File: src/core/can_filter_pkg.sv
// constants, register map and encodings for the filter identifier and mask select block
package can_filter_pkg;

  // ==========================================================================
  // sizes
  localparam int unsigned FILTER_COUNT = 16;
  localparam int unsigned ID_WIDTH = 16;
  localparam int unsigned SEL_WIDTH = 2;
  localparam int unsigned FILTERS_PER_SEL = 8;
  localparam int unsigned ADDR_WIDTH = 5;
  localparam int unsigned DATA_WIDTH = 16;
  localparam int unsigned INDEX_WIDTH = 4;

  // ==========================================================================
  // register map (word addresses)
  localparam logic [ADDR_WIDTH-1:0] EXT_ID_BASE_ADDR = 5'h00;
  localparam logic [ADDR_WIDTH-1:0] EXT_ID_LAST_ADDR = 5'h0F;
  localparam logic [ADDR_WIDTH-1:0] SEL_LOW_ADDR = 5'h10;
  localparam logic [ADDR_WIDTH-1:0] SEL_HIGH_ADDR = 5'h11;

  // ==========================================================================
  // reset values
  localparam logic [ID_WIDTH-1:0] EXT_ID_RESET = 16'h0000;
  localparam logic [DATA_WIDTH-1:0] SEL_RESET = 16'h0000;
  localparam logic [DATA_WIDTH-1:0] READ_ZERO = 16'h0000;

  // ==========================================================================
  // mask source field encoding
  typedef enum logic [SEL_WIDTH-1:0] {
    MASK_SET0 = 2'h0,
    MASK_SET1 = 2'h1,
    MASK_SET2 = 2'h2,
    MASK_RSVD = 2'h3
  } mask_src_t;

endpackage : can_filter_pkg

File: src/core/can_filter_mask_select.sv
// extended identifier filter values, mask source selection and acceptance compare
`timescale 1ns/1ps
`default_nettype none

// What this block does
// RULE1 - a filter bit set to one needs the received bit to be one
// RULE2 - a filter bit set to zero needs the received bit to be zero
// RULE3 - sixteen read/write 16-bit extended identifier value registers, one per filter
// RULE4 - low select register: filters 0..7, two bits each, filter 7 on top, reset clear
// RULE5 - high select register: filters 8..15, two bits each, filter 15 on top, reset clear
// RULE6 - field code 00, 01, 10 picks mask set 0, 1, 2; 11 is reserved
// RULE7 - a filter matches when every mask-compared bit equals its programmed bit
module can_filter_mask_select
  import can_filter_pkg::*;
(
  // clock and reset
  input wire logic sys_clk_in,
  input wire logic rstn_in,
  // register port
  input wire logic [ADDR_WIDTH-1:0] reg_addr_in,
  input wire logic [DATA_WIDTH-1:0] reg_wdata_in,
  input wire logic reg_write_in,
  input wire logic reg_read_in,
  output logic [DATA_WIDTH-1:0] reg_rdata_out,
  // acceptance mask sets, one bit per identifier bit, one means compared
  input wire logic [ID_WIDTH-1:0] mask_set0_in,
  input wire logic [ID_WIDTH-1:0] mask_set1_in,
  input wire logic [ID_WIDTH-1:0] mask_set2_in,
  // received message identifier
  input wire logic rx_valid_in,
  input wire logic [ID_WIDTH-1:0] rx_ext_id_in,
  // acceptance result
  output logic match_valid_out,
  output logic [FILTER_COUNT-1:0] match_vec_out,
  output logic match_hit_out,
  output logic [INDEX_WIDTH-1:0] match_index_out
);

  // ==========================================================================
  // state
  typedef struct packed {
    logic [FILTER_COUNT-1:0][ID_WIDTH-1:0] ext_id_match_bits;
    logic [DATA_WIDTH-1:0] filter_mask_select_low;
    logic [DATA_WIDTH-1:0] filter_mask_select_high;
    logic [DATA_WIDTH-1:0] rdata;
    logic match_valid;
    logic [FILTER_COUNT-1:0] match_vec;
    logic match_hit;
    logic [INDEX_WIDTH-1:0] match_index;
  } state_t;

  state_t state_q;
  state_t state_d;

  // ==========================================================================
  // per filter mask selection and compare
  logic [FILTER_COUNT-1:0] filter_hit;
  logic [FILTER_COUNT*SEL_WIDTH-1:0] sel_all;

  assign sel_all = {state_q.filter_mask_select_high, state_q.filter_mask_select_low}; // RULE4

  genvar gi;
  generate
    for (gi = 0; gi < FILTER_COUNT; gi++) begin : g_filter
      mask_src_t src;
      logic [ID_WIDTH-1:0] mask;
      logic mask_ok;
      // field of filter n sits at bits 2n+1:2n across the two select registers
      assign src = mask_src_t'(sel_all[gi*SEL_WIDTH +: SEL_WIDTH]); // RULE5
      always_comb begin
        mask = mask_set0_in;
        mask_ok = 1'h1;
        unique case (src) // RULE6
          MASK_SET0: mask = mask_set0_in;
          MASK_SET1: mask = mask_set1_in;
          MASK_SET2: mask = mask_set2_in;
          MASK_RSVD: mask_ok = 1'h0;
        endcase
      end
      // compared bits must equal the programmed ones and zeros exactly
      assign filter_hit[gi] = mask_ok
        && (((rx_ext_id_in ^ state_q.ext_id_match_bits[gi]) & mask) == '0); // RULE1 RULE2 RULE7
    end
  endgenerate

  // ==========================================================================
  // lowest matching filter
  logic [INDEX_WIDTH-1:0] first_index;

  always_comb begin
    first_index = '0;
    for (int i = FILTER_COUNT - 1; i >= 0; i--) begin
      if (filter_hit[i]) begin
        first_index = INDEX_WIDTH'(i);
      end
    end
  end

  // ==========================================================================
  // register access
  logic [INDEX_WIDTH-1:0] id_index;
  logic id_sel;

  assign id_index = reg_addr_in[INDEX_WIDTH-1:0];
  // identifier registers fill the lower half of the map, so the top address bit decides
  assign id_sel = (reg_addr_in[ADDR_WIDTH-1:INDEX_WIDTH]
    == EXT_ID_BASE_ADDR[ADDR_WIDTH-1:INDEX_WIDTH]);

  always_comb begin
    state_d = state_q;
    // writes
    if (reg_write_in) begin
      if (id_sel) begin
        state_d.ext_id_match_bits[id_index] = reg_wdata_in; // RULE3
      end else if (reg_addr_in == SEL_LOW_ADDR) begin
        state_d.filter_mask_select_low = reg_wdata_in; // RULE4
      end else if (reg_addr_in == SEL_HIGH_ADDR) begin
        state_d.filter_mask_select_high = reg_wdata_in; // RULE5
      end
    end
    // reads land one cycle later; unmapped addresses read zero
    state_d.rdata = READ_ZERO;
    if (reg_read_in) begin
      if (id_sel) begin
        state_d.rdata = state_q.ext_id_match_bits[id_index]; // RULE3
      end else if (reg_addr_in == SEL_LOW_ADDR) begin
        state_d.rdata = state_q.filter_mask_select_low;
      end else if (reg_addr_in == SEL_HIGH_ADDR) begin
        state_d.rdata = state_q.filter_mask_select_high;
      end
    end
    // acceptance result, one cycle after the received identifier
    state_d.match_valid = rx_valid_in;
    if (rx_valid_in) begin
      state_d.match_vec = filter_hit; // RULE7
      state_d.match_hit = |filter_hit;
      state_d.match_index = first_index;
    end
  end

  always_ff @(posedge sys_clk_in or negedge rstn_in) begin
    if (!rstn_in) begin
      state_q.ext_id_match_bits <= {FILTER_COUNT{EXT_ID_RESET}};
      state_q.filter_mask_select_low <= SEL_RESET; // RULE4
      state_q.filter_mask_select_high <= SEL_RESET; // RULE5
      state_q.rdata <= READ_ZERO;
      state_q.match_valid <= 1'h0;
      state_q.match_vec <= '0;
      state_q.match_hit <= 1'h0;
      state_q.match_index <= '0;
    end else begin
      state_q <= state_d;
    end
  end

  // ==========================================================================
  // outputs
  assign reg_rdata_out = state_q.rdata;
  assign match_valid_out = state_q.match_valid;
  assign match_vec_out = state_q.match_vec;
  assign match_hit_out = state_q.match_hit;
  assign match_index_out = state_q.match_index;

endmodule : can_filter_mask_select

`default_nettype wire

File: config.mk
export PLATFORM = sky130hd
export DESIGN_NAME = can_filter_mask_select
export DESIGN_NICKNAME = d
export VERILOG_FILES = /design/src/core/can_filter_pkg.sv /design/src/core/can_filter_mask_select.sv
export SDC_FILE = /design/constraint.sdc
export NUM_CORES = 1
export LEC_CHECK = 0
export BUFFER_PORTS_ARGS = -buffer_cell sky130_fd_sc_hd__buf_2
export CAP_MARGIN = 15
export CORE_ASPECT_RATIO = 0.9
export CORE_MARGIN = 1
export CORE_UTILIZATION = 41
export CTS_CLUSTER_DIAMETER = 60
export DETAILED_ROUTE_END_ITERATION = 10
export SLEW_MARGIN = 20
export SYNTH_ARGS = -nofsm -noshare
export SYNTH_HDL_FRONTEND = slang
export SYNTH_SLANG_ARGS = --single-unit
export TNS_END_PERCENT = 30
File: constraint.sdc
create_clock -name sys_clk_in -period 3.45 [get_ports sys_clk_in]
set_input_delay 0.1725 -clock sys_clk_in [delete_from_list [all_inputs] [get_ports sys_clk_in]]
set_output_delay 0.1725 -clock sys_clk_in [all_outputs]
set_load 0.1 [all_outputs]
==> results of run 1 <==
==> cell usage in the layout (no fill, tap or decap), types with 14 or more instances in the layout <==
master	instances
o22ai_1	114
xor2_1	241
nor2_1	42
buf_2	124
nor4_1	25
buf_4	132
a21boi_0	15
ha_1	45
o21ai_0	266
inv_1	51
mux2_2	271
clkbuf_16	45
or3_1	16
mux2i_1	16
nand2_1	62
a211oi_1	14
a221oi_1	244
mux4_2	80
dfrtp_1	326
==> sequential cells by signal (all words and copies together) (netlist names) <==
register	cells
match_index_out	4
reg_rdata_out	16
g_filter.src	32
match_hit_out	1
match_valid_out	1
match_vec_out	16
state_q	256
==> routing by layer <==
layer	wire length [microns]	global-route usage, %
met4	4910	15.8
met2	47600	56.0
met1	41600	47.3
met3	8430	5.34
met5	0	0
==> kinds of logic after synthesis <==
| group | count (synthesis) |
|---|---|
| XOR/XNOR | 241 |
| AO/OA/AOI/OAI | 699 |
| multiplexers | 367 |
| AND/OR/NAND/NOR | 199 |
| buffers and inverters | 385 |
| adder cells (fa/ha/maj) | 48 |
| flip-flops | 326 |
==> final cells by class <==
cell class                 instances  area, sq um  share of cell area, %
sequential                       326         8160                   31.1
tap                              756          946                   3.61
inverter                          53          199                  0.759
timing repair buffer             269         1830                   6.98
multi-input combinational       1554        13600                   52.0
clock inverter                    16          149                  0.568
clock buffer                      61         1300                   4.95
==> repair_timing <==
item,4_1_cts,5_1_grt
buffers inserted,0,2
endpoints found under the setup margin,2,5
hold buffers,2,0
pin swaps,3,7
gates resized for setup,4,17
hold endpoints to repair,107,0
==> metrics by stage <==
step	std cells	area, sq um	TNS [ns]
finish	3035	26200	0
global route	3035	26200	-0.0761
CTS	3033	26100	0
detailed placement	2954	24600	-0.359
global placement	2954	24600	-0.327
floorplan	2265	23300	0
==> worst max-delay path, stage by stage (launching register included) <==
cell and delay [ns]:
dfrtp_1 0.41, inv_2 0.10, ha_4 0.21, buf_6 0.12, a221o_1 0.26, o211ai_1 0.12
o221ai_2 0.15, or4_4 0.56, or4_4 0.62, a21oi_2 0.16, o21bai_1 0.10, a2111oi_2 0.39
o21ai_1 0.12
==> power by group through the flow <==
stage,combinational (uW),sequential (uW),clock (uW)
detailed placement,7750,5410,0
floorplan,5300,5150,0
global placement,7700,5370,0
global route,8480,5460,4780
finish,8060,5380,4550
CTS,7790,5340,4630
==> worst max-delay path by stage <==
stage | endpoint | cells past startpoint
after floorplan | match_index_out[0] | 12
after global placement | match_index_out[0] | 13
after detailed placement | match_index_out[0] | 13
after CTS | match_index_out[0] | 13
after global routing | match_index_out[0] | 12
final | match_index_out[0] | 12
==> run_results.csv, run 1 <==
group,metric,value,unit
pwr,p_sw,7590,uW
flow_run,maxCapViolCount,0,
timing,worst_slack,0.00507,ns
pwr,clockPowerShare,25.3,%
timing,worst_hold_slack,0.0490,ns
critical_path,rr_startpoint,"g_filter[14].src[0]",
status,status,"finished clean",
timing,slew_headroom,39.6,%
die,chipWidth,253,microns
global_route,grt_pass1_vias,20500,
global_route,grt_usage,35.2,%
synth,seq_area_frac_synth,35.0,%
clocking,clock-sinks,326,
synth,synth_fp_nets,2403,
timing,setup_viol,0,
placement,routabilityCongestion,0.955,
critical_path,ff2ff_path_depth,12,
route,first_pass_iters,6,
synth,synth_top_area_share,35.0,%
critical_path,startpoint_type,"flip-flop",
die,rows,82,
synth,synthAdderAreaFrac,2.58,%
global_route,antenna_found_initial,3,
die,initial_core_util,41.7,%
synth,synth_mux_area_share,21.5,%
synth,yosysWarnings,0,
pwr,switching_share,42.2,%
clocking,ctsHtreeMaxLevel,2,
cells_and_area,nNetsFinal,2385,
synth,post-synth-top-area-cell,"dfrtp_1",
synth,synth.distinct_cells,52,
synth,synthXorXnorAreaFrac,9.06,%
hold_path,min_from,"reg_wdata_in[9]",
die,core_area,0.0559,sq mm
route,via_count,20700,
synth,synth_simple_gate_area_share,4.32,%
clocking,clockRootBuffer,"clkbuf_16",
cells_and_area,fillerInstances,5181,
critical_path,crit_arrival,3.89,ns
placement,io_buffers,127,
synth,synth.cell_area,0.0233,sq mm
die,dieHeight,228,microns
pwr,power,18000,uW
global_route,grt_max_degree,115,
synth,synth_commonest_cells,"dfrtp_1, mux2_2, o21ai_0",
synth,syn_avg_cell_area,10.3,sq um
route,ant_nets,0,
clocking,cts_max_path_buffers,3,
synth,synth.most_common_cell,"dfrtp_1",
synth,synth_top_family_by_area,"multiplexers",
critical_path,critPathKind,"reg2reg",
critical_path,r2r-end,"match_index_out[0]",
pwr,power-per-cell-area,687,mW/mm^2
critical_path,crit_required,3.89,ns
clocking,cts_made_buffers,43,
pwr,seq_power_share,29.9,%
pwr,ir_worst_vdd,0.383,mV
critical_path,rrSetupSlack,0.005,ns
synth,ys_ff_latch,326,
timing,max_freq,0.290,GHz
timing,worst_pin_slew,0.906,ns
synth,synthesis.instances,2265,
placement,place_hpwl,75.0,mm
cells_and_area,area_delta_synth_final,12.5,%
timing,period_share,99.9,%
pwr,power_leakage,0.0113,uW
route,drc_errors,0,
route,wl,103,mm
hold_path,holdCritPathClass,"in2reg",
cells_and_area,utilization,46.9,%
clocking,clkTransAtPathRegs,0.06,ns
timing,skew,0.0232,ns
pwr,p_int,10400,uW
critical_path,startpoint,"g_filter[14].src[0]",
synth,synth-compound-area-share,20.5,%
timing,rsz0062_at_grt,"yes",
timing,hold_viol,0,
hold_path,hold_path_end,"g_filter[4].src[1]",
critical_path,crit_fanout,3,
clocking,clk_latency,0.58,ns
synth,ys_top_cells_by_area,"dfrtp_1, mux2_2, a221oi_1, xor2_1, mux4_2",
global_route,overflow,0,
cells_and_area,drive_gt1_share,31.5,%
die,io_pins,128,
timing,finalCriticalPeriod,3.44,ns
timing,final_max_slew_viol_count,0,
hold_path,min_path_cells,3,
placement,post-place-ws,-0.200,ns
synth,synthArstFlopShare,100,%
cells_and_area,antenna_cells,0,
synth,synth-edff-count,0,
pwr,comb_power_share,44.8,%
synth,synth-main-ff-cell,"dfrtp_1",
route,drt-wirelength-per-cell,33.8,microns
clocking,cts_tree,"built",
global_route,grt_first_pass_wirelength,147,mm
die,die-area,0.0578,sq mm
critical_path,endpoint_kind,"flip-flop",
route,viasPerCell,6.83,
route,drt_iter0_drc,2685,
Note: power is estimated with default switching activity, not from simulation.
==> run 2, diff against run 1 <==
- CAP_MARGIN: 15 -> 20
- GPL_TIMING_DRIVEN: default -> 0
==> run_results.csv, run 2 (synthesized netlist as in run 1, its figures left out) <==
group,metric,value,unit
die,io_pins,128,
global_route,grt_max_degree,97,
placement,io_buffers,77,
timing,worst_hold_slack,0.0220,ns
pwr,power-per-cell-area,708,mW/mm^2
cells_and_area,antenna_cells,0,
critical_path,startpoint_type,"input pin",
timing,worst_pin_slew,1.32,ns
die,dieHeight,228,microns
timing,period_share,102,%
placement,routabilityCongestion,1.04,
timing,setup_viol,10,
cells_and_area,ff_latch_area,0.00816,sq mm
clocking,clk_latency,0.60,ns
critical_path,ff2ff_path_depth,11,
status,violations,"negative setup slack",
clocking,clockRootBuffer,"clkbuf_16",
pwr,clockPowerShare,23.4,%
critical_path,critPathKind,"in2reg",
critical_path,endpoint_kind,"flip-flop",
die,die-area,0.0578,sq mm
hold_path,hold_path_end,"state_q[307]",
cells_and_area,regMostFlops,"state_q",
cells_and_area,largest_reg_flops,256,
timing,skew,0.0230,ns
timing,max_freq,0.285,GHz
pwr,power_leakage,0.0112,uW
route,drt-wirelength-per-cell,39.9,microns
timing,hold_viol,0,
pwr,p_int,10300,uW
cells_and_area,nNetsFinal,2540,
critical_path,crit_arrival,3.99,ns
global_route,grt_usage,43.6,%
pwr,comb_power_share,47.1,%
hold_path,holdCritPathClass,"in2reg",
cells_and_area,multi_input_area,0.0138,sq mm
cells_and_area,mostFrequentLayoutCell,"dfrtp_1",
die,chipWidth,253,microns
clocking,clkTransAtPathRegs,0.06,ns
die,initial_core_util,41.7,%
critical_path,r2r-end,"match_index_out[2]",
die,core_area,0.0559,sq mm
status,status,"finished with violations",
pwr,seq_power_share,29.5,%
timing,worst_slack,-0.0547,ns
global_route,grt_first_pass_wirelength,173,mm
cells_and_area,drive_gt1_share,27.1,%
pwr,switching_share,45.4,%
placement,place_hpwl,98.2,mm
route,viasPerCell,7.00,
pwr,power,18800,uW
clocking,cts_max_path_buffers,3,
cells_and_area,fin_cells,3184,
global_route,antenna_found_initial,4,
clocking,clock-sinks,326,
global_route,overflow,0,
pwr,ir_worst_vdd,0.426,mV
route,first_pass_iters,6,
timing,finalCriticalPeriod,3.50,ns
route,drt_iter0_drc,2685,
cells_and_area,fillerInstances,5306,
pwr,p_sw,8560,uW
cells_and_area,area_delta_synth_final,14.2,%
placement,dp.cells,3104,
critical_path,rrSetupSlack,0.01,ns
hold_path,min_from,"reg_wdata_in[13]",
clocking,cts_tree,"built",
critical_path,crit_fanout,10,
timing,final_max_slew_viol_count,0,
timing,fin_tns_setup,-0.373,ns
timing,rsz0062_at_grt,"yes",
clocking,cts_made_buffers,41,
route,wl,127,mm
die,rows,82,
route,ant_nets,0,
critical_path,rr_startpoint,"g_filter[8].src[0]",
hold_path,min_path_cells,2,
route,via_count,22300,
route,drc_errors,0,
timing,slew_headroom,12.2,%
global_route,grt_pass1_vias,21800,
critical_path,crit_required,3.93,ns
clocking,ctsHtreeMaxLevel,2,
cells_and_area,utilization,47.6,%
cells_and_area,layout_common_cells,"dfrtp_1, mux2_2, a221oi_1",
flow_run,maxCapViolCount,0,
[run 2: cell types whose count changed in the layout (fill, tap and decap cells not counted), moves of 4 or more]
cell           before  now
clkbuf_1            5  215
buf_4             132   48
o21ai_0           266  224
o21ai_1             3   34
buf_1               0   21
buf_2             124  103
clkbuf_2            0   20
o21ai_2             0   11
dlygate4sd3_1       2    9
clkbuf_8           11    5
a211oi_1           14   10
a211oi_2            0    4
and4b_1             5    1
and4b_2             0    4
[run 2: per-layer routing]
metal	GRT usage, %	wire [microns]	up-vias
li1	-	-	8843
met1	55.8	50000	11600
met2	65.5	55300	1525
met3	15.1	14500	328
met4	20.7	7230	2
met5	0	13	-
[run 2: area by class of cell]
class                      instances  area share, %
tap                              756           3.56
clock inverter                    16          0.701
clock buffer                      53           4.34
multi-input combinational       1554           51.7
timing repair buffer             107           2.81
buffer                           319           5.43
sequential                       326           30.7
inverter                          53          0.757
[run 2: worst max-delay path: stages]
cell	delay (ns)
clkbuf_1	0.33
clkbuf_1	0.66
buf_1	0.93
nand4_1	0.86
clkbuf_1	0.59
mux2_2	0.43
[run 2: how the worst max path moves through the flow]
stage                                   start                 end  slack (ns)  depth (start not counted)
after floorplan           g_filter[14].src[0]  match_index_out[0]        0.35                         12
after global placement                rstn_in        state_q[285]       -4.03                          1
after detailed placement   g_filter[5].src[0]  match_index_out[3]       -0.85                         13
after CTS                 g_filter[14].src[0]  match_index_out[0]     -0.0003                         13
after global routing      g_filter[10].src[0]  match_index_out[0]       -0.06                         12
final                          reg_addr_in[1]        state_q[130]       -0.05                          6
[run 2: power groups by stage]
stage	logic [uW]	registers, uW	clock network (uW)
finish	8870	5560	4420
global route	9160	5610	4580
CTS	8450	5470	4410
detailed placement	8200	5540	0
global placement	8140	5500	0
floorplan	5300	5150	0
[run 2: through the flow]
| stage | cell area, sq um | worst slack, ns |
|---|---|---|
| after floorplan | 23300 | 0.349 |
| after global placement | 24600 | -4.03 |
| after detailed placement | 24800 | -0.851 |
| after CTS | 26500 | -0.000277 |
| after global routing | 26600 | -0.0587 |
| final | 26600 | -0.0547 |
[run 2: what timing repair did]
item                                    in CTS  in global routing
gates resized for setup                     76                 48
hold endpoints to repair                   118                  0
pin swaps                                    9                  5
hold buffers                                 9                  0
buffers inserted                            10                  2
endpoints found under the setup margin      12                  5
